--- config.mk ---
export PLATFORM = sky130hd
export DESIGN_NAME = ctm_timer
export DESIGN_NICKNAME = d
export VERILOG_FILES = /design/src/core/ctm_pkg.sv /design/src/core/ctm_timer.sv
export VERILOG_INCLUDE_DIRS = /design/src /design/src/core
export SDC_FILE = /design/constraint.sdc
export NUM_CORES = 1
export LEC_CHECK = 0
export BUFFER_PORTS_ARGS = -buffer_cell sky130_fd_sc_hd__buf_2
export CAP_MARGIN = 20
export CELL_PAD_IN_SITES_DETAIL_PLACEMENT = 0
export CELL_PAD_IN_SITES_GLOBAL_PLACEMENT = 1
export CORE_AREA = 2 2 117 119
export CTS_BUF_LIST = sky130_fd_sc_hd__clkbuf_4 sky130_fd_sc_hd__clkbuf_8 sky130_fd_sc_hd__clkbuf_16
export DETAILED_ROUTE_END_ITERATION = 10
export DIE_AREA = 0 0 119 121
export HOLD_SLACK_MARGIN = 0.12
export PLACE_DENSITY = 0.72
export SLEW_MARGIN = 10
export SYNTH_ARGS = -nofsm -noshare
export SYNTH_HDL_FRONTEND = slang
export SYNTH_SLANG_ARGS = --single-unit
--- constraint.sdc ---
create_clock -name CLK_SYS -period 3 [get_ports CLK_SYS]
set_clock_uncertainty 0.1 [all_clocks]
set_input_delay 0.6 -clock CLK_SYS [delete_from_list [all_inputs] [get_ports CLK_SYS]]
set_output_delay 0.6 -clock CLK_SYS [all_outputs]
set_load 0.1 [all_outputs]
--- src/core/ctm_defines.svh ---
`ifndef CTM_DEFINES_SVH
`define CTM_DEFINES_SVH

// ****************************************
// register byte offsets
// ****************************************
`define CTM_OFS_CTRL0 5'h00
`define CTM_OFS_CTRL1 5'h04
`define CTM_OFS_CMPA 5'h08
`define CTM_OFS_COUNT 5'h0C
`define CTM_OFS_FLAGS 5'h10
`define CTM_OFS_PRESC 5'h14

// ****************************************
// field positions
// ****************************************
// timer_control_zero
`define CTM_C0_PAUSE 7
`define CTM_C0_RUN 3
`define CTM_C0_PER_HI 2
`define CTM_C0_PER_LO 0
// timer_control_one
`define CTM_C1_MODE_HI 7
`define CTM_C1_MODE_LO 6
`define CTM_C1_ACT_HI 5
`define CTM_C1_ACT_LO 4
`define CTM_C1_INIT 3
`define CTM_C1_INV 2
`define CTM_C1_SWAP 1
`define CTM_C1_CLRSEL 0
// flag register, write one to clear
`define CTM_FL_A 0
`define CTM_FL_P 1

// ****************************************
// reset values and counts
// ****************************************
`define CTM_RST_BYTE 8'h00
`define CTM_RST_CMPA 10'h000
`define CTM_RST_FLAGS 2'h0
`define CTM_RST_CNT 10'h000
`define CTM_PER_LSB 7'h00
`define CTM_FULL_SPAN 11'h400
`define CTM_CNT_ONE 11'h001
`define CTM_BUS_IDLE 32'h0000_0000

`endif

--- src/core/ctm_pkg.sv ---
package ctm_pkg;

   // operating modes from the two-bit mode field
   typedef enum logic [1:0] {
      CTM_MODE_CMP = 2'h0,
      CTM_MODE_UNDEF = 2'h1,
      CTM_MODE_PWM = 2'h2,
      CTM_MODE_TMR = 2'h3
   } ctm_mode_e;

   // output_action in compare-match output mode
   typedef enum logic [1:0] {
      CTM_ACT_NONE = 2'h0,
      CTM_ACT_LOW = 2'h1,
      CTM_ACT_HIGH = 2'h2,
      CTM_ACT_TOGGLE = 2'h3
   } ctm_cmp_act_e;

   // output_action in pwm mode
   typedef enum logic [1:0] {
      CTM_PWM_INACTIVE = 2'h0,
      CTM_PWM_ACTIVE = 2'h1,
      CTM_PWM_RUN = 2'h2,
      CTM_PWM_UNDEF = 2'h3
   } ctm_pwm_act_e;

endpackage

--- src/core/ctm_timer.sv ---
// Contract
// mode 00 is compare-match output mode
// clear_select low: period match or overflow clears
// clear_select low: both flags raised
// clear_select high: compare-A clears, A flag only
// compare-A zero: overflow at 3FF, no flag
// pin changes only on compare-A flag
// output_action picks none, low, high, toggle
// run rising edge loads initial pin level
// mode 11 counts alike, pin unused
// mode 10 generates pwm on the pin
// pwm ignores clear_select
// swap zero: period code sets period
// period code times 128, zero is 1024
// swap one: compare-A sets period
// duty at or above period gives 100%
// pwm raises both flags on matches
// initial level polarity, action forces pin
// output_invert inverts the driven waveform
// forced pin keeps pwm counting running
// run rise zeroes counter, fall holds
// period code compared with bits 9..7
// action 00 none, 01 low, 10 high, 11 toggle
// pause freezes counter, resume from value
// count up per tick, wrap after clear
//
// Added by the designer: the Avalon-MM register port and the register offsets.
`timescale 1ns/1ps
`include "ctm_defines.svh"

module ctm_timer
   import ctm_pkg::*;
#(
   parameter int CNT_W = 10, // counter width
   parameter int PRESC_W = 8 // tick divider width
) (
   input wire logic CLK_SYS,
   input wire logic RESET_N,
   input wire logic [4:0] AVS_ADDRESS,
   input wire logic AVS_READ,
   input wire logic AVS_WRITE,
   input wire logic [31:0] AVS_WRITEDATA,
   input wire logic [3:0] AVS_BYTEENABLE,
   output logic [31:0] AVS_READDATA,
   output logic AVS_WAITREQUEST,
   output logic TIMER_OUT,
   output logic TIMER_OUT_EN,
   output logic COMPARE_A_FLAG,
   output logic PERIOD_MATCH_FLAG
);

   // ****************************************
   // elaboration checks
   // ****************************************
   // the period code and the 3FF overflow assume ten bits
   if (CNT_W != 10) begin : g_bad_width
      $error("ctm_timer: CNT_W must be 10");
   end
   if (PRESC_W < 1 || PRESC_W > 8) begin : g_bad_presc
      $error("ctm_timer: PRESC_W must be 1 to 8");
   end

   // ****************************************
   // byte lane merge
   // ****************************************
   // keeps old bits where the lane is not enabled
   function automatic logic [7:0] ctm_merge(
      input logic [7:0] old_v,
      input logic [7:0] new_v,
      input logic en
   );
      ctm_merge = en ? new_v : old_v;
   endfunction

   // ****************************************
   // reset release
   // ****************************************
   logic rst_meta_r; // first stage, read by second only
   logic rst_n_sync; // released reset for the rest

   // async assert, clocked release
   always_ff @(posedge CLK_SYS or negedge RESET_N) begin
      if (!RESET_N) begin
         rst_meta_r <= 1'b0;
         rst_n_sync <= 1'b0;
      end else begin
         rst_meta_r <= 1'b1;
         rst_n_sync <= rst_meta_r;
      end
   end

   // ****************************************
   // register storage
   // ****************************************
   logic [7:0] ctrl0_r; // pause, run, period code
   logic [7:0] ctrl1_r; // mode, action, level, swap
   logic [9:0] cmpa_r; // compare_a_value
   logic [7:0] presc_r; // tick divider
   logic [1:0] flag_r; // sticky match flags
   logic [9:0] cnt_r; // the up-counter
   logic wreq_r; // waitrequest flop
   logic [31:0] rdata_r; // captured read data
   logic [31:0] rd_nxt; // read mux result
   logic wr_go; // write completes this edge
   logic rd_go; // read captured this edge

   // ****************************************
   // field views
   // ****************************************
   logic counter_pause;
   logic counter_run;
   logic [2:0] period_compare_value;
   ctm_mode_e mode;
   logic [1:0] output_action;
   logic output_initial_level;
   logic output_invert;
   logic period_duty_swap;
   logic clear_select;

   assign counter_pause = ctrl0_r[`CTM_C0_PAUSE];
   assign counter_run = ctrl0_r[`CTM_C0_RUN];
   assign period_compare_value =
      ctrl0_r[`CTM_C0_PER_HI:`CTM_C0_PER_LO];
   // mode field decode
   assign mode = ctm_mode_e'(ctrl1_r[`CTM_C1_MODE_HI:`CTM_C1_MODE_LO]);
   assign output_action = ctrl1_r[`CTM_C1_ACT_HI:`CTM_C1_ACT_LO];
   assign output_initial_level = ctrl1_r[`CTM_C1_INIT];
   assign output_invert = ctrl1_r[`CTM_C1_INV];
   assign period_duty_swap = ctrl1_r[`CTM_C1_SWAP];
   assign clear_select = ctrl1_r[`CTM_C1_CLRSEL];

   // ****************************************
   // avalon slave handshake
   // ****************************************
   // one wait cycle per access: the read mux is registered
   // so the answer never rides a long combinational path
   assign rd_go = AVS_READ & wreq_r;
   assign wr_go = AVS_WRITE & ~wreq_r;

   // waitrequest drops for exactly one cycle per request
   always_ff @(posedge CLK_SYS or negedge rst_n_sync) begin
      if (!rst_n_sync) begin
         wreq_r <= 1'b1;
      end else if (!wreq_r) begin
         // answer given, back to waiting
         wreq_r <= 1'b1;
      end else if (AVS_READ || AVS_WRITE) begin
         wreq_r <= 1'b0;
      end
   end

   // read mux, unmapped addresses read zero
   always_comb begin
      rd_nxt = `CTM_BUS_IDLE;
      if (AVS_ADDRESS == `CTM_OFS_CTRL0) begin
         rd_nxt[7:0] = ctrl0_r;
      end else if (AVS_ADDRESS == `CTM_OFS_CTRL1) begin
         rd_nxt[7:0] = ctrl1_r;
      end else if (AVS_ADDRESS == `CTM_OFS_CMPA) begin
         rd_nxt[9:0] = cmpa_r;
      end else if (AVS_ADDRESS == `CTM_OFS_COUNT) begin
         // live counter value
         rd_nxt[9:0] = cnt_r;
      end else if (AVS_ADDRESS == `CTM_OFS_FLAGS) begin
         rd_nxt[1:0] = flag_r;
      end else if (AVS_ADDRESS == `CTM_OFS_PRESC) begin
         rd_nxt[7:0] = presc_r;
      end
   end

   // read data held until the next read is captured
   always_ff @(posedge CLK_SYS or negedge rst_n_sync) begin
      if (!rst_n_sync) begin
         rdata_r <= `CTM_BUS_IDLE;
      end else if (rd_go) begin
         rdata_r <= rd_nxt;
      end
   end

   assign AVS_READDATA = rdata_r;
   assign AVS_WAITREQUEST = wreq_r;

   // ****************************************
   // control register writes
   // ****************************************
   // mode and action should only change while stopped;
   // the logic does not block it, mid-run changes just
   // take effect from the next clock edge
   always_ff @(posedge CLK_SYS or negedge rst_n_sync) begin
      if (!rst_n_sync) begin
         ctrl0_r <= `CTM_RST_BYTE;
         ctrl1_r <= `CTM_RST_BYTE;
         cmpa_r <= `CTM_RST_CMPA;
         presc_r <= `CTM_RST_BYTE;
      end else if (wr_go) begin
         if (AVS_ADDRESS == `CTM_OFS_CTRL0) begin
            ctrl0_r <= ctm_merge(ctrl0_r, AVS_WRITEDATA[7:0],
               AVS_BYTEENABLE[0]);
         end else if (AVS_ADDRESS == `CTM_OFS_CTRL1) begin
            ctrl1_r <= ctm_merge(ctrl1_r, AVS_WRITEDATA[7:0],
               AVS_BYTEENABLE[0]);
         end else if (AVS_ADDRESS == `CTM_OFS_CMPA) begin
            cmpa_r[7:0] <= ctm_merge(cmpa_r[7:0],
               AVS_WRITEDATA[7:0], AVS_BYTEENABLE[0]);
            if (AVS_BYTEENABLE[1]) begin
               cmpa_r[9:8] <= AVS_WRITEDATA[9:8];
            end
         end else if (AVS_ADDRESS == `CTM_OFS_PRESC) begin
            presc_r <= ctm_merge(presc_r, AVS_WRITEDATA[7:0],
               AVS_BYTEENABLE[0]);
         end
      end
   end

   // ****************************************
   // timer clock tick
   // ****************************************
   logic [PRESC_W-1:0] presc_cnt_r; // divider count
   logic presc_hit; // divider wraps this cycle
   logic tick; // counter advances this cycle
   logic run_d_r; // run bit one cycle ago
   logic run_rise; // run went low to high

   assign presc_hit = (presc_cnt_r == presc_r[PRESC_W-1:0]);

   // divider runs freely; tick every presc_r+1 cycles
   always_ff @(posedge CLK_SYS or negedge rst_n_sync) begin
      if (!rst_n_sync) begin
         presc_cnt_r <= '0;
      end else if (presc_hit) begin
         presc_cnt_r <= '0;
      end else begin
         presc_cnt_r <= presc_cnt_r + 1'b1;
      end
   end

   // pause gates tick
   assign tick = presc_hit & counter_run & ~counter_pause;

   // run edge detector
   always_ff @(posedge CLK_SYS or negedge rst_n_sync) begin
      if (!rst_n_sync) begin
         run_d_r <= 1'b0;
      end else begin
         run_d_r <= counter_run;
      end
   end

   assign run_rise = counter_run & ~run_d_r;

   // ****************************************
   // comparators
   // ****************************************
   logic [10:0] inc; // counter plus one, with carry
   logic [10:0] per_span; // period comparator target
   logic a_hit; // comparator A reached
   logic p_hit; // comparator P reached
   logic ovf; // counter passes 3FF
   logic clr; // clear the counter this tick
   logic a_ev; // raise compare_a_flag
   logic p_ev; // raise period_match_flag
   logic [10:0] duty; // pwm active length
   logic pwm_act; // pwm in its active phase

   assign inc = {1'b0, cnt_r} + `CTM_CNT_ONE;
   // code zero spans 1024
   // code against bits 9..7
   assign per_span = (period_compare_value == 3'h0) ?
      `CTM_FULL_SPAN : {1'b0, period_compare_value, `CTM_PER_LSB};
   assign p_hit = (inc == per_span);
   // zero value never matches
   assign a_hit = (cmpa_r != `CTM_RST_CMPA) &&
      (inc == {1'b0, cmpa_r});
   assign ovf = (inc == `CTM_FULL_SPAN);

   // clear source and flag selection per mode
   always_comb begin
      clr = 1'b0;
      a_ev = 1'b0;
      p_ev = 1'b0;
      if (mode == CTM_MODE_PWM) begin
         // clear_select unused
         // both flags raised
         a_ev = tick & a_hit;
         p_ev = tick & p_hit;
         if (!period_duty_swap) begin
            // period match clears
            clr = p_hit;
         end else begin
            // compare-A clears
            clr = a_hit | ovf;
         end
      end else if (!clear_select) begin
         // period or overflow
         clr = p_hit;
         // both flags raised
         a_ev = tick & a_hit;
         p_ev = tick & p_hit;
      end else begin
         // compare-A clears, A flag only
         // overflow at 3FF
         clr = a_hit | ovf;
         a_ev = tick & a_hit;
      end
   end

   // ****************************************
   // counter
   // ****************************************
   // rise zeroes, fall holds
   // count and wrap
   always_ff @(posedge CLK_SYS or negedge rst_n_sync) begin
      if (!rst_n_sync) begin
         cnt_r <= `CTM_RST_CNT;
      end else if (run_rise) begin
         cnt_r <= `CTM_RST_CNT;
      end else if (tick) begin
         cnt_r <= clr ? `CTM_RST_CNT : inc[9:0];
      end
   end

   // ****************************************
   // match flags
   // ****************************************
   logic [1:0] flag_clr; // write-one-to-clear bits
   logic [1:0] flag_set; // hardware events

   assign flag_clr = (wr_go && AVS_ADDRESS == `CTM_OFS_FLAGS &&
      AVS_BYTEENABLE[0]) ? AVS_WRITEDATA[1:0] : 2'h0;
   assign flag_set[`CTM_FL_A] = a_ev;
   assign flag_set[`CTM_FL_P] = p_ev;

   // a set in the clearing cycle wins so no event is lost
   always_ff @(posedge CLK_SYS or negedge rst_n_sync) begin
      if (!rst_n_sync) begin
         flag_r <= `CTM_RST_FLAGS;
      end else begin
         flag_r <= flag_set | (flag_r & ~flag_clr);
      end
   end

   assign COMPARE_A_FLAG = flag_r[`CTM_FL_A];
   assign PERIOD_MATCH_FLAG = flag_r[`CTM_FL_P];

   // ****************************************
   // compare-match pin state
   // ****************************************
   logic pin_r; // pin level before inversion

   // moves only on A flag
   // initial level on run rise
   always_ff @(posedge CLK_SYS or negedge rst_n_sync) begin
      if (!rst_n_sync) begin
         pin_r <= 1'b0;
      end else if (run_rise) begin
         pin_r <= output_initial_level;
      end else if (a_ev) begin
         // action on match
         // action encoding
         case (ctm_cmp_act_e'(output_action))
            CTM_ACT_LOW: begin
               pin_r <= 1'b0;
            end
            CTM_ACT_HIGH: begin
               pin_r <= 1'b1;
            end
            CTM_ACT_TOGGLE: begin
               pin_r <= ~pin_r;
            end
            default: begin
               // no change
               pin_r <= pin_r;
            end
         endcase
      end
   end

   // ****************************************
   // pwm waveform
   // ****************************************
   // compare-A sets duty
   // period code sets duty
   assign duty = period_duty_swap ? per_span : {1'b0, cmpa_r};
   // counter always below duty
   assign pwm_act = ({1'b0, cnt_r} < duty);

   logic pwm_lvl; // pwm pin level before inversion

   // polarity and forced levels
   // counting never stops here
   always_comb begin
      case (ctm_pwm_act_e'(output_action))
         CTM_PWM_ACTIVE: begin
            pwm_lvl = output_initial_level;
         end
         CTM_PWM_RUN: begin
            pwm_lvl = pwm_act ? output_initial_level :
               ~output_initial_level;
         end
         default: begin
            // inactive; the undefined code parks here too
            pwm_lvl = ~output_initial_level;
         end
      endcase
   end

   // ****************************************
   // output pin
   // ****************************************
   logic out_r; // registered pin level
   logic oe_r; // registered pin enable

   // one register stage hides comparator glitches
   always_ff @(posedge CLK_SYS or negedge rst_n_sync) begin
      if (!rst_n_sync) begin
         out_r <= 1'b0;
         oe_r <= 1'b0;
      end else if (mode == CTM_MODE_PWM) begin
         // pwm drives the pin
         // polarity inverts
         out_r <= pwm_lvl ^ output_invert;
         oe_r <= 1'b1;
      end else if (mode == CTM_MODE_CMP) begin
         // invert applies too
         out_r <= pin_r ^ output_invert;
         oe_r <= 1'b1;
      end else begin
         // pin released to others
         out_r <= 1'b0;
         oe_r <= 1'b0;
      end
   end

   assign TIMER_OUT = out_r;
   assign TIMER_OUT_EN = oe_r;

endmodule

==> summary.txt, run 1 <==
STA
  – RSZ-0062 raised after global routing: no
  – Final worst setup slack: 0.1805 ns
  – Worst-margin pin slew: 0.8726 ns
  – FMAX: 354.7 MHz
  – Total negative setup slack: 0 ns
  – Slew headroom: 41.61%
  – Finish-stage setup viols: 0
  – Min Tclk post-route: 2.819 ns
  – Fin crit share: 93.98%
  – Final hold vios: 0
  – Pins Over Slew Limit: 0
  – Hold WS: 0.2516 ns

Clocking
  – Clk root buf: clkbuf_16
  – Clock-pin slew on the worst setup and hold paths: 0.06 ns
  – Setup bufs post-CTS: 0
  – Number of gates resized after CTS: 0
  – H-Tree Depth: 3
  – TritonCTS Buffers: 9
  – Clock Sinks: 71
  – Clock latency on the worst-skew pair: 0.34 ns
  – TritonCTS clock tree: built
  – Clock tree buffer depth: 2
  – CTS Hold Bufs: 2

Logic synthesis
  – Synth Instances: 473
  – Simple-gate share of the synthesized area: 19.22%
  – Number of flops mapped to enable cells by yosys: 0
  – Post-Synth Adder-Cell Area: 3.888%
  – Synth Cell Area: 4506 sq um
  – Largest family of logic cells by synthesized area: simple AND/OR/NAND/NOR gates
  – Mean post-synth cell area: 9.526 sq um
  – Xor/xnor share of the synthesized area: 4.860%
  – Synth Flop Type: dfrtp_1
  – Post-synthesis compound-gate area fraction: 13.16%
  – Post-synth ARST share: 100.0%
  – Yosys cell types: 63
  – Mux contribution to synthesized area: 12.16%
  – Sequential-to-total area share from yosys stat: 39.46%
  – Yosys reg bits: 71
  – Syn. warnings: 0

Pwr
  – Pleak: 2.378 nW
  – Int Pwr: 1.867 mW
  – P_sw: 0.9628 mW
  – Sequential share of power: 41.3%
  – Switching share of power: 34.02%
  – Pwr Density: 548.4 nW/um^2
  – Clk pwr share: 35.3%
  – Combinational group share of total power: 23.4%
  – Peak supply drop: 323.5 uV

Worst setup path
  – Max FO, Critical Path: 15
  – Max incr delay on CP: 0.44 ns
  – CP arrival: 2.94 ns
  – Startpoint Class: register
  – Cell family with most CP delay: compound AO/OA/AOI/OAI gates
  – WP buf/inv: 1
  – Crit path kind: reg2reg
  – Slowest CP cell: dfrtp_1
  – Crit path required time: 3.12 ns
  – Critical Path Sink Type: register
  – Worst path cell trace: ha_1 > nand4_2 > o31ai_1 > a221oi_1 > a311o_2 > o31ai_2 > a21oi_2 > buf_4 > mux2_1

Die
  – Core ar.: 13090 sq um
  – Die height: 121 microns
  – Initial Util: 34.43%
  – Num rows: 42
  – IO Pins: 82
  – Die X: 119 microns
  – Die ar.: 14400 sq um

GRT
  – Largest net degree at the start of global routing: 62
  – Grt ovf: 0
  – Vias in the first global route: 3330
  – First-pass GRT wire length: 17.93 mm
  – Initial antenna violation count: 0
  – Global-route usage over all layers: 16.03%

Routing
  – Via density: 5.119
  – # DRC: 0
  – Routed WL per cell: 15.71 microns
  – Final ANT Viol Nets: 0
  – WL final: 10.98 mm
  – Vias: 3578
  – Starting DRC count in detailed routing: 207
  – DRT Pass-1 Iters: 5

Place
  – Dpl hpwl: 8.141 mm
  – DP Cell Count: 681
  – Pre-CTS setup slack: 0.1903 ns
  – Buffers added on ports: 35
  – Final GP Congestion: 0.8463

Worst hold path
  – HP Class: reg2reg

Finish
  – Most frequent cells in the layout: 71 x nand2_1, 69 x dfrtp_1, 36 x mux2_2, 35 x buf_2, 29 x o21ai_0
  – Fin util: 39.43%
  – Ant. Diodes: 0
  – Post-route non-filler standard cell count: 699
  – Most common cell after layout, fill and taps aside: nand2_1
  – Layout overhead on the synthesized area: 14.52%
  – Final net count: 577
  – Share of cells above drive strength 1: 24.86%

Run
  – Max Cap Viol: 0

Run status
  – Outcome: completed
registers in the layout, indices dropped and copies added, names as in the netlist, 2 cells and up:
register / flops
AVS_READDATA: 10
cmpa_r: 10
cnt_r: 10
ctrl0_r: 8
ctrl1_r: 8
presc_cnt_r: 8
presc_r: 8
flag_r: 2
power by group through the flow:
stage          combinational (mW)  sequential, mW  clock [mW]
2_1_floorplan               0.473            1.25           0
3_3_place_gp                0.653            1.18           0
3_5_place_dp                0.661            1.19           0
4_1_cts                     0.670            1.17        1.02
5_1_grt                     0.725            1.19        1.07
6_report                    0.663            1.17       0.998
path summary, 6_finish.rpt:
kind	startpoint	to	slack [ns]	cells past startpoint
min in group asynchronous	rst_n_sync$_DFF_PN0_	ctrl0_r[5]$_DFFE_PN0P_	0.35	1
worst min-delay path	rst_meta_r$_DFF_PN0_	rst_n_sync$_DFF_PN0_	0.25	0
max in group asynchronous	rst_n_sync$_DFF_PN0_	cnt_r[9]$_DFFE_PN0P_	1.93	1
worst max register to register	cnt_r[0]$_DFFE_PN0P_	cnt_r[0]$_DFFE_PN0P_	0.18	9
worst max-delay path	cnt_r[0]$_DFFE_PN0P_	cnt_r[0]$_DFFE_PN0P_	0.18	9
worst min register to register	rst_meta_r$_DFF_PN0_	rst_n_sync$_DFF_PN0_	0.25	0
final cells by class:
cell class              instances  area [sq um]
flip-flops and latches         71          1779
multi-input cells             369          2494
well taps                     176         220.2
clock buffers                  11         246.5
clock inverters                 5         33.78
inverters                       9         33.78
fillers                      1293          7925
repair buffers                 58         352.8
synthesized netlist by cell type, types with 3 or more instances:
cell type / instances / share of area, %
a21o_1: 4 / 0.67
mux2i_1: 12 / 2.7
nand2b_1: 8 / 1.1
nor3_1: 11 / 1.2
nor2b_1: 8 / 1.1
ha_1: 14 / 3.9
buf_2: 3 / 0.33
xnor2_1: 20 / 3.9
and3_1: 4 / 0.56
nand4_1: 3 / 0.42
clkbuf_1: 14 / 1.2
mux2_2: 36 / 9.0
nor2_1: 25 / 2.1
o21ai_0: 29 / 3.2
a22o_1: 7 / 1.4
nand3_1: 17 / 1.9
nand2_1: 71 / 5.9
xor2_1: 5 / 0.97
dfrtp_1: 70 / 39
buf_6: 3 / 0.75
nor4_1: 3 / 0.42
a21oi_1: 12 / 1.3
o21ai_2: 3 / 0.58
inv_1: 9 / 0.75
a31oi_1: 6 / 0.83
buf_4: 24 / 4.0
or4_1: 4 / 0.67
through the flow:
stage	area, sq um	total power [mW]
after floorplan	4584	1.727
after global placement	4860	1.837
after detailed placement	4860	1.851
after CTS	5160	2.864
after global routing	5160	2.985
final	5160	2.830
logic make-up after synthesis:
group / Yosys count
and+or+nand+nor: 172
AOI/OAI and AO/OA: 85
adders and majority gates: 14
buffers and inverters: 54
DFF: 71
muxes: 50
xor gates and xnor gates: 25
other: 2
metal layers:
| metal | vias up | part of all wire, % | track usage, % |
|---|---|---|---|
| li1 | 1724 | - | - |
| met1 | 1743 | 47 | 22.08 |
| met2 | 99 | 47 | 25.22 |
| met3 | 12 | 4.3 | 2.726 |
| met4 | 0 | 1.6 | 6.101 |
| met5 | - | 0 | 0 |
Power figures use the tool's default switching activity.
==> run 2, diff against run 1 <==
--- a/config.mk
+++ b/config.mk
@@ -8,14 +8,12 @@
 export LEC_CHECK = 0
 export BUFFER_PORTS_ARGS = -buffer_cell sky130_fd_sc_hd__buf_2
 export CAP_MARGIN = 20
-export CELL_PAD_IN_SITES_DETAIL_PLACEMENT = 0
-export CELL_PAD_IN_SITES_GLOBAL_PLACEMENT = 1
-export CORE_AREA = 2 2 117 119
+export CORE_AREA = 2 2 84 166
 export CTS_BUF_LIST = sky130_fd_sc_hd__clkbuf_4 sky130_fd_sc_hd__clkbuf_8 sky130_fd_sc_hd__clkbuf_16
 export DETAILED_ROUTE_END_ITERATION = 10
-export DIE_AREA = 0 0 119 121
+export DIE_AREA = 0 0 86 168
 export HOLD_SLACK_MARGIN = 0.12
-export PLACE_DENSITY = 0.72
+export PLACE_DENSITY = 0.58
 export SLEW_MARGIN = 10
 export SYNTH_ARGS = -nofsm -noshare
 export SYNTH_HDL_FRONTEND = slang
==> run 2 against run 1 <==
Effect of this change:
- via count is 1.8% lower
- global-route usage barely moved
- total power increased by 4.1%
- routed wire length decreased by 1.0%
- setup slack better by 0.054 ns
- register-to-register slack improved by 0.05 ns
- first-iteration DRC count up 24%
- largest cell class unchanged
- highest routed layer unchanged
==> summary.txt, run 2 (synthesis gave the netlist of run 1 again) <==
Run status
  – Outcome: completed

Pwr
  – Clk pwr share: 37.3%
  – Pleak: 2.403 nW
  – Pwr Density: 567.5 nW/um^2
  – Switching share of power: 33.64%
  – P_sw: 0.9907 mW
  – Combinational group share of total power: 22.9%
  – Int Pwr: 1.955 mW
  – Sequential share of power: 39.8%
  – Peak supply drop: 497.3 uV

GRT
  – Largest net degree at the start of global routing: 36
  – Initial antenna violation count: 0
  – Grt ovf: 0
  – First-pass GRT wire length: 18.37 mm
  – Global-route usage over all layers: 16.06%
  – Vias in the first global route: 3527

Finish
  – Final instance area: 5190 sq um
  – Final net count: 579
  – Ant. Diodes: 0
  – Fin util: 39.06%
  – Layout overhead on the synthesized area: 15.19%
  – Most common cell after layout, fill and taps aside: nand2_1
  – Seq. cell area: 1779 sq um
  – Multi-input gate area: 2499 sq um
  – Fillers: 1340
  – Most frequent cells in the layout: 71 x nand2_1, 69 x dfrtp_1, 36 x mux2_2, 35 x buf_2, 29 x o21ai_0
  – Share of cells above drive strength 1: 25.52%

Place
  – Buffers added on ports: 35
  – Final GP Congestion: 0.8591
  – Dpl hpwl: 8.155 mm
  – Placed cell areas: 4868 sq um
  – Pre-CTS setup slack: 0.2110 ns

Routing
  – DRT Pass-1 Iters: 4
  – Final ANT Viol Nets: 0
  – # DRC: 0
  – Via density: 5.165
  – Starting DRC count in detailed routing: 256
  – WL final: 10.87 mm
  – Routed WL per cell: 15.98 microns
  – Vias: 3512

STA
  – Worst-margin pin slew: 0.8736 ns
  – Finish-stage setup viols: 0
  – Final worst setup slack: 0.2341 ns
  – Final hold vios: 0
  – RSZ-0062 raised after global routing: no
  – Total negative setup slack: 0 ns
  – Min Tclk post-route: 2.766 ns
  – Fin crit share: 92.20%
  – FMAX: 361.5 MHz
  – Pins Over Slew Limit: 0
  – Slew headroom: 41.54%

Clocking
  – Clock Sinks: 71
  – TritonCTS Buffers: 9
  – Clock tree buffer depth: 2
  – Clock-pin slew on the worst setup and hold paths: 0.06 ns
  – Clk root buf: clkbuf_16
  – Clock latency on the worst-skew pair: 0.34 ns
  – H-Tree Depth: 3
  – TritonCTS clock tree: built
  – Setup bufs post-CTS: 0

Worst setup path
  – Critical Path Sink Type: register
  – Max FO, Critical Path: 8
  – Launch point of the critical path: ctrl1_r[1]$_DFFE_PN0P_
  – CP arrival: 2.88 ns
  – Crit path required time: 3.11 ns
  – Crit path kind: reg2reg
  – Startpoint Class: register
  – Reg2reg start: ctrl1_r[1]$_DFFE_PN0P_

Die
  – Die ar.: 14450 sq um
  – Die X: 86 microns
  – Die height: 168 microns
  – Initial Util: 33.91%
  – Num rows: 60
  – IO Pins: 82
  – Core ar.: 13290 sq um

Run
  – Max Cap Viol: 0

Worst hold path
  – HP Class: reg2async
-- run 2: cell types whose count changed in the layout (fill, tap and decap cells not counted) --
cell,before,now
bufinv_16,0,1
buf_4,21,23
dlygate4sd3_1,2,1
buf_12,0,1
nand3_2,2,3
nand3_1,17,16
inv_6,0,1
clkinv_2,2,1
clkbuf_4,1,0
-- run 2: worst paths after layout --
path / end / slack (ns) / cells past startpoint
setup reg to reg: TIMER_OUT$_DFF_PN0_ / 0.23 / 11
hold / removal: cnt_r[4]$_DFFE_PN0P_ / 0.25 / 0
max in group asynchronous: AVS_WAITREQUEST$_DFF_PN1_ / 1.74 / 1
min in group CLK_SYS: rst_n_sync$_DFF_PN0_ / 0.25 / 0
setup / recovery: TIMER_OUT$_DFF_PN0_ / 0.23 / 11
hold reg to reg: cnt_r[4]$_DFFE_PN0P_ / 0.25 / 0
-- run 2: power by group through the flow --
| stage | registers (mW) | clock network [mW] | logic [mW] |
|---|---|---|---|
| global placement | 1.19 | 0 | 0.662 |
| detailed placement | 1.19 | 0 | 0.671 |
| floorplan | 1.25 | 0 | 0.473 |
| global route | 1.19 | 1.15 | 0.741 |
| CTS | 1.17 | 1.12 | 0.683 |
| finish | 1.17 | 1.10 | 0.676 |
-- run 2: what timing repair did --
item	4_1_cts	5_1_grt
endpoints found under the hold margin	2	0
gates resized for setup	0	1
endpoints found under the setup margin	0	2
hold buffers	1	0
-- run 2: final cells by class --
class / count / area share [%]
multi-input cells: 369 / 48.14
flip-flops and latches: 71 / 34.28
well taps: 155 / 3.737
repair buffers: 60 / 7.281
clock buffers: 10 / 4.605
inverters: 9 / 0.6509
clock inverters: 6 / 1.302
-- run 2: metrics by stage --
step / cells / power, mW / hold WS, ns
floorplan: 494 / 1.727 / 0.2044
global placement: 663 / 1.852 / 0.2413
detailed placement: 663 / 1.861 / 0.2403
CTS: 680 / 2.979 / 0.2555
global route: 680 / 3.084 / 0.2596
finish: 680 / 2.945 / 0.2522
-- run 2: layer usage --
layer	up-vias	GRT usage (%)	share of wire, %
li1	1733	-	-
met1	1675	21.88	45
met2	92	25.68	49
met3	12	2.598	4.4
met4	0	5.383	1.4
met5	-	0	0
-- run 2: worst max-delay path, cell delays in order, from the launching register on --
cell	delay, ns
dfrtp_1	0.44
nand2b_1	0.18
ha_1	0.29
a21o_1	0.16
a21o_1	0.18
a21oi_1	0.16
o21ai_0	0.11
o41ai_2	0.23
buf_4	0.18
mux2i_1	0.18
a31oi_1	0.11
mux2_1	0.32
==> run 3, diff against run 2 <==
--- a/config.mk
+++ b/config.mk
@@ -8,12 +8,12 @@
 export LEC_CHECK = 0
 export BUFFER_PORTS_ARGS = -buffer_cell sky130_fd_sc_hd__buf_2
 export CAP_MARGIN = 20
-export CORE_AREA = 2 2 84 166
+export CORE_AREA = 5 5 74 143
 export CTS_BUF_LIST = sky130_fd_sc_hd__clkbuf_4 sky130_fd_sc_hd__clkbuf_8 sky130_fd_sc_hd__clkbuf_16
 export DETAILED_ROUTE_END_ITERATION = 10
-export DIE_AREA = 0 0 86 168
+export DIE_AREA = 0 0 79 148
 export HOLD_SLACK_MARGIN = 0.12
-export PLACE_DENSITY = 0.58
+export PLACE_DENSITY = 0.76
 export SLEW_MARGIN = 10
 export SYNTH_ARGS = -nofsm -noshare
 export SYNTH_HDL_FRONTEND = slang
==> run 3 against run 2 <==
Effect of this change:
- clock-buffer cell count up 3
- fmax down 0.36%
- register-to-register slack about the same
- die area down 19%
- global-route usage up 6.6 points
- sequential cell count unchanged
- highest routed layer unchanged
- setup slack worse by 0.010 ns
- clock power about the same
- worst hold slack about the same
==> summary.txt, run 3 (synthesis gave the netlist of run 1 again) <==
Run status
  – Outcome: completed

Pwr
  – Combinational group share of total power: 23.8%
  – Pleak: 2.394 nW
  – P_sw: 0.9905 mW
  – Int Pwr: 1.993 mW
  – Pwr Density: 585.1 nW/um^2
  – Peak supply drop: 506.3 uV
  – Clk pwr share: 37.0%
  – Sequential share of power: 39.2%
  – Switching share of power: 33.19%

Worst setup path
  – Reg2reg start: cnt_r[0]$_DFFE_PN0P_
  – Slowest CP cell: or4_1
  – WP buf/inv: 2
  – RR Endpoint: pin_r$_DFFE_PN0P_
  – Startpoint Class: register
  – Crit path kind: reg2reg
  – CP arrival: 2.91 ns
  – Crit path required time: 3.13 ns
  – Critical Path Sink Type: register
  – Worst R2R Path Depth: 10
  – Max incr delay on CP: 0.48 ns
  – Worst path cell trace: buf_4 > nand3_1 > buf_4 > or4_1 > nand3_1 > a31oi_1 > nor4_1 > nand2_1 > mux2i_1 > o31ai_1
  – Flop2flop setup slack: 0.22 ns
  – Max FO, Critical Path: 14
  – Cell family with most CP delay: simple AND/OR/NAND/NOR gates

Finish
  – Ant. Diodes: 0
  – Final instance area: 5100 sq um
  – Fillers: 812
  – Post-route non-filler standard cell count: 627
  – Layout overhead on the synthesized area: 13.19%
  – Final net count: 577
  – Most frequent cells in the layout: 71 x nand2_1, 69 x dfrtp_1, 36 x mux2_2, 35 x buf_2, 29 x o21ai_0
  – Share of cells above drive strength 1: 25.24%
  – Most common cell after layout, fill and taps aside: nand2_1

STA
  – Fin crit share: 92.53%
  – Worst-margin pin slew: 0.9227 ns
  – Finish-stage setup viols: 0
  – Total negative setup slack: 0 ns
  – Min Tclk post-route: 2.776 ns
  – FMAX: 360.2 MHz
  – RSZ-0062 raised after global routing: no
  – Final hold vios: 0
  – Slew headroom: 38.49%
  – Pins Over Slew Limit: 0

Worst hold path
  – Hold_sp: rst_meta_r$_DFF_PN0_
  – Sink of the worst hold path: rst_n_sync$_DFF_PN0_
  – HP Class: reg2reg
  – Hold Path Cell Cnt: 0

GRT
  – Global-route usage over all layers: 22.64%
  – Vias in the first global route: 3992
  – Initial antenna violation count: 0
  – Grt ovf: 0
  – First-pass GRT wire length: 20.22 mm
  – Largest net degree at the start of global routing: 70

Clocking
  – Clock-pin slew on the worst setup and hold paths: 0.06 ns
  – TritonCTS clock tree: built
  – Clock tree buffer depth: 2
  – Clock Sinks: 71
  – Clock latency on the worst-skew pair: 0.33 ns
  – TritonCTS Buffers: 9
  – Clk root buf: clkbuf_16
  – H-Tree Depth: 3

Routing
  – DRT Pass-1 Iters: 5
  – # DRC: 0
  – Via density: 5.981
  – Vias: 3750
  – Starting DRC count in detailed routing: 264
  – Routed WL per cell: 19.83 microns
  – Final ANT Viol Nets: 0
  – WL final: 12.43 mm

Die
  – Die height: 148 microns
  – Core ar.: 9321 sq um
  – Die X: 79 microns
  – Num rows: 50
  – Initial Util: 48.34%
  – Die ar.: 11690 sq um
  – IO Pins: 82

Run
  – Max Cap Viol: 0

Place
  – Placed cell areas: 4777 sq um
  – Final GP Congestion: 0.8923
  – Buffers added on ports: 35
  – DP Cell Count: 610
  – Dpl hpwl: 9.272 mm
-- run 3: layout make-up --
type / count / area [sq um] / area share [%]
clock inverters: 3 / 42.54 / 0.8342
clock buffers: 13 / 267.8 / 5.250
well taps: 104 / 130.1 / 2.552
inverters: 9 / 33.78 / 0.6624
flip-flops and latches: 71 / 1779 / 34.89
repair buffers: 58 / 350.3 / 6.869
multi-input cells: 369 / 2496 / 48.94
-- run 3: power groups by stage --
| stage | combinational, mW | sequential (mW) | clock, mW |
|---|---|---|---|
| after floorplan | 0.473 | 1.25 | 0 |
| after global placement | 0.670 | 1.18 | 0 |
| after detailed placement | 0.693 | 1.18 | 0 |
| after CTS | 0.706 | 1.17 | 1.12 |
| after global routing | 0.765 | 1.18 | 1.17 |
| final | 0.709 | 1.17 | 1.10 |
-- run 3: metal layers --
metal,global-route usage (%),vias up,routed length [microns]
met4,17.56,0,944
met5,0,-,0
li1,-,1725,-
met2,40.24,163,6696
met1,22.61,1804,4219
met3,3.902,58,573
-- run 3: through the flow --
step                utilization, %  worst slack [ns]  hold WS (ns)  power, mW
global placement             51.25            0.2932        0.2412      1.847
CTS                          54.68            0.2455        0.2575      2.994
global route                 54.71           0.05161        0.2782      3.117
detailed placement           51.25            0.2554        0.2449      1.877
finish                       54.71            0.2241        0.2518      2.984
floorplan                        -            0.3961        0.2044      1.727
-- run 3: worst max path at each step --
stage	from	slack, ns	cells after the start	endpoint
final	cnt_r[0]$_DFFE_PN0P_	0.22	10	pin_r$_DFFE_PN0P_
after global routing	cnt_r[4]$_DFFE_PN0P_	0.05	8	cnt_r[0]$_DFFE_PN0P_
after CTS	cnt_r[0]$_DFFE_PN0P_	0.25	9	cnt_r[0]$_DFFE_PN0P_
after detailed placement	cnt_r[0]$_DFFE_PN0P_	0.26	9	cnt_r[0]$_DFFE_PN0P_
after global placement	ctrl1_r[1]$_DFFE_PN0P_	0.29	11	TIMER_OUT$_DFF_PN0_
after floorplan	ctrl1_r[1]$_DFFE_PN0P_	0.40	11	TIMER_OUT$_DFF_PN0_
-- run 3: timing repair --
| action | in CTS | in global routing |
|---|---|---|
| resized for setup | 0 | 1 |
| buffers inserted | 0 | 0 |
| hold buffers | 1 | 0 |
| setup endpoints to repair | 0 | 1 |
| endpoints found under the hold margin | 2 | 0 |
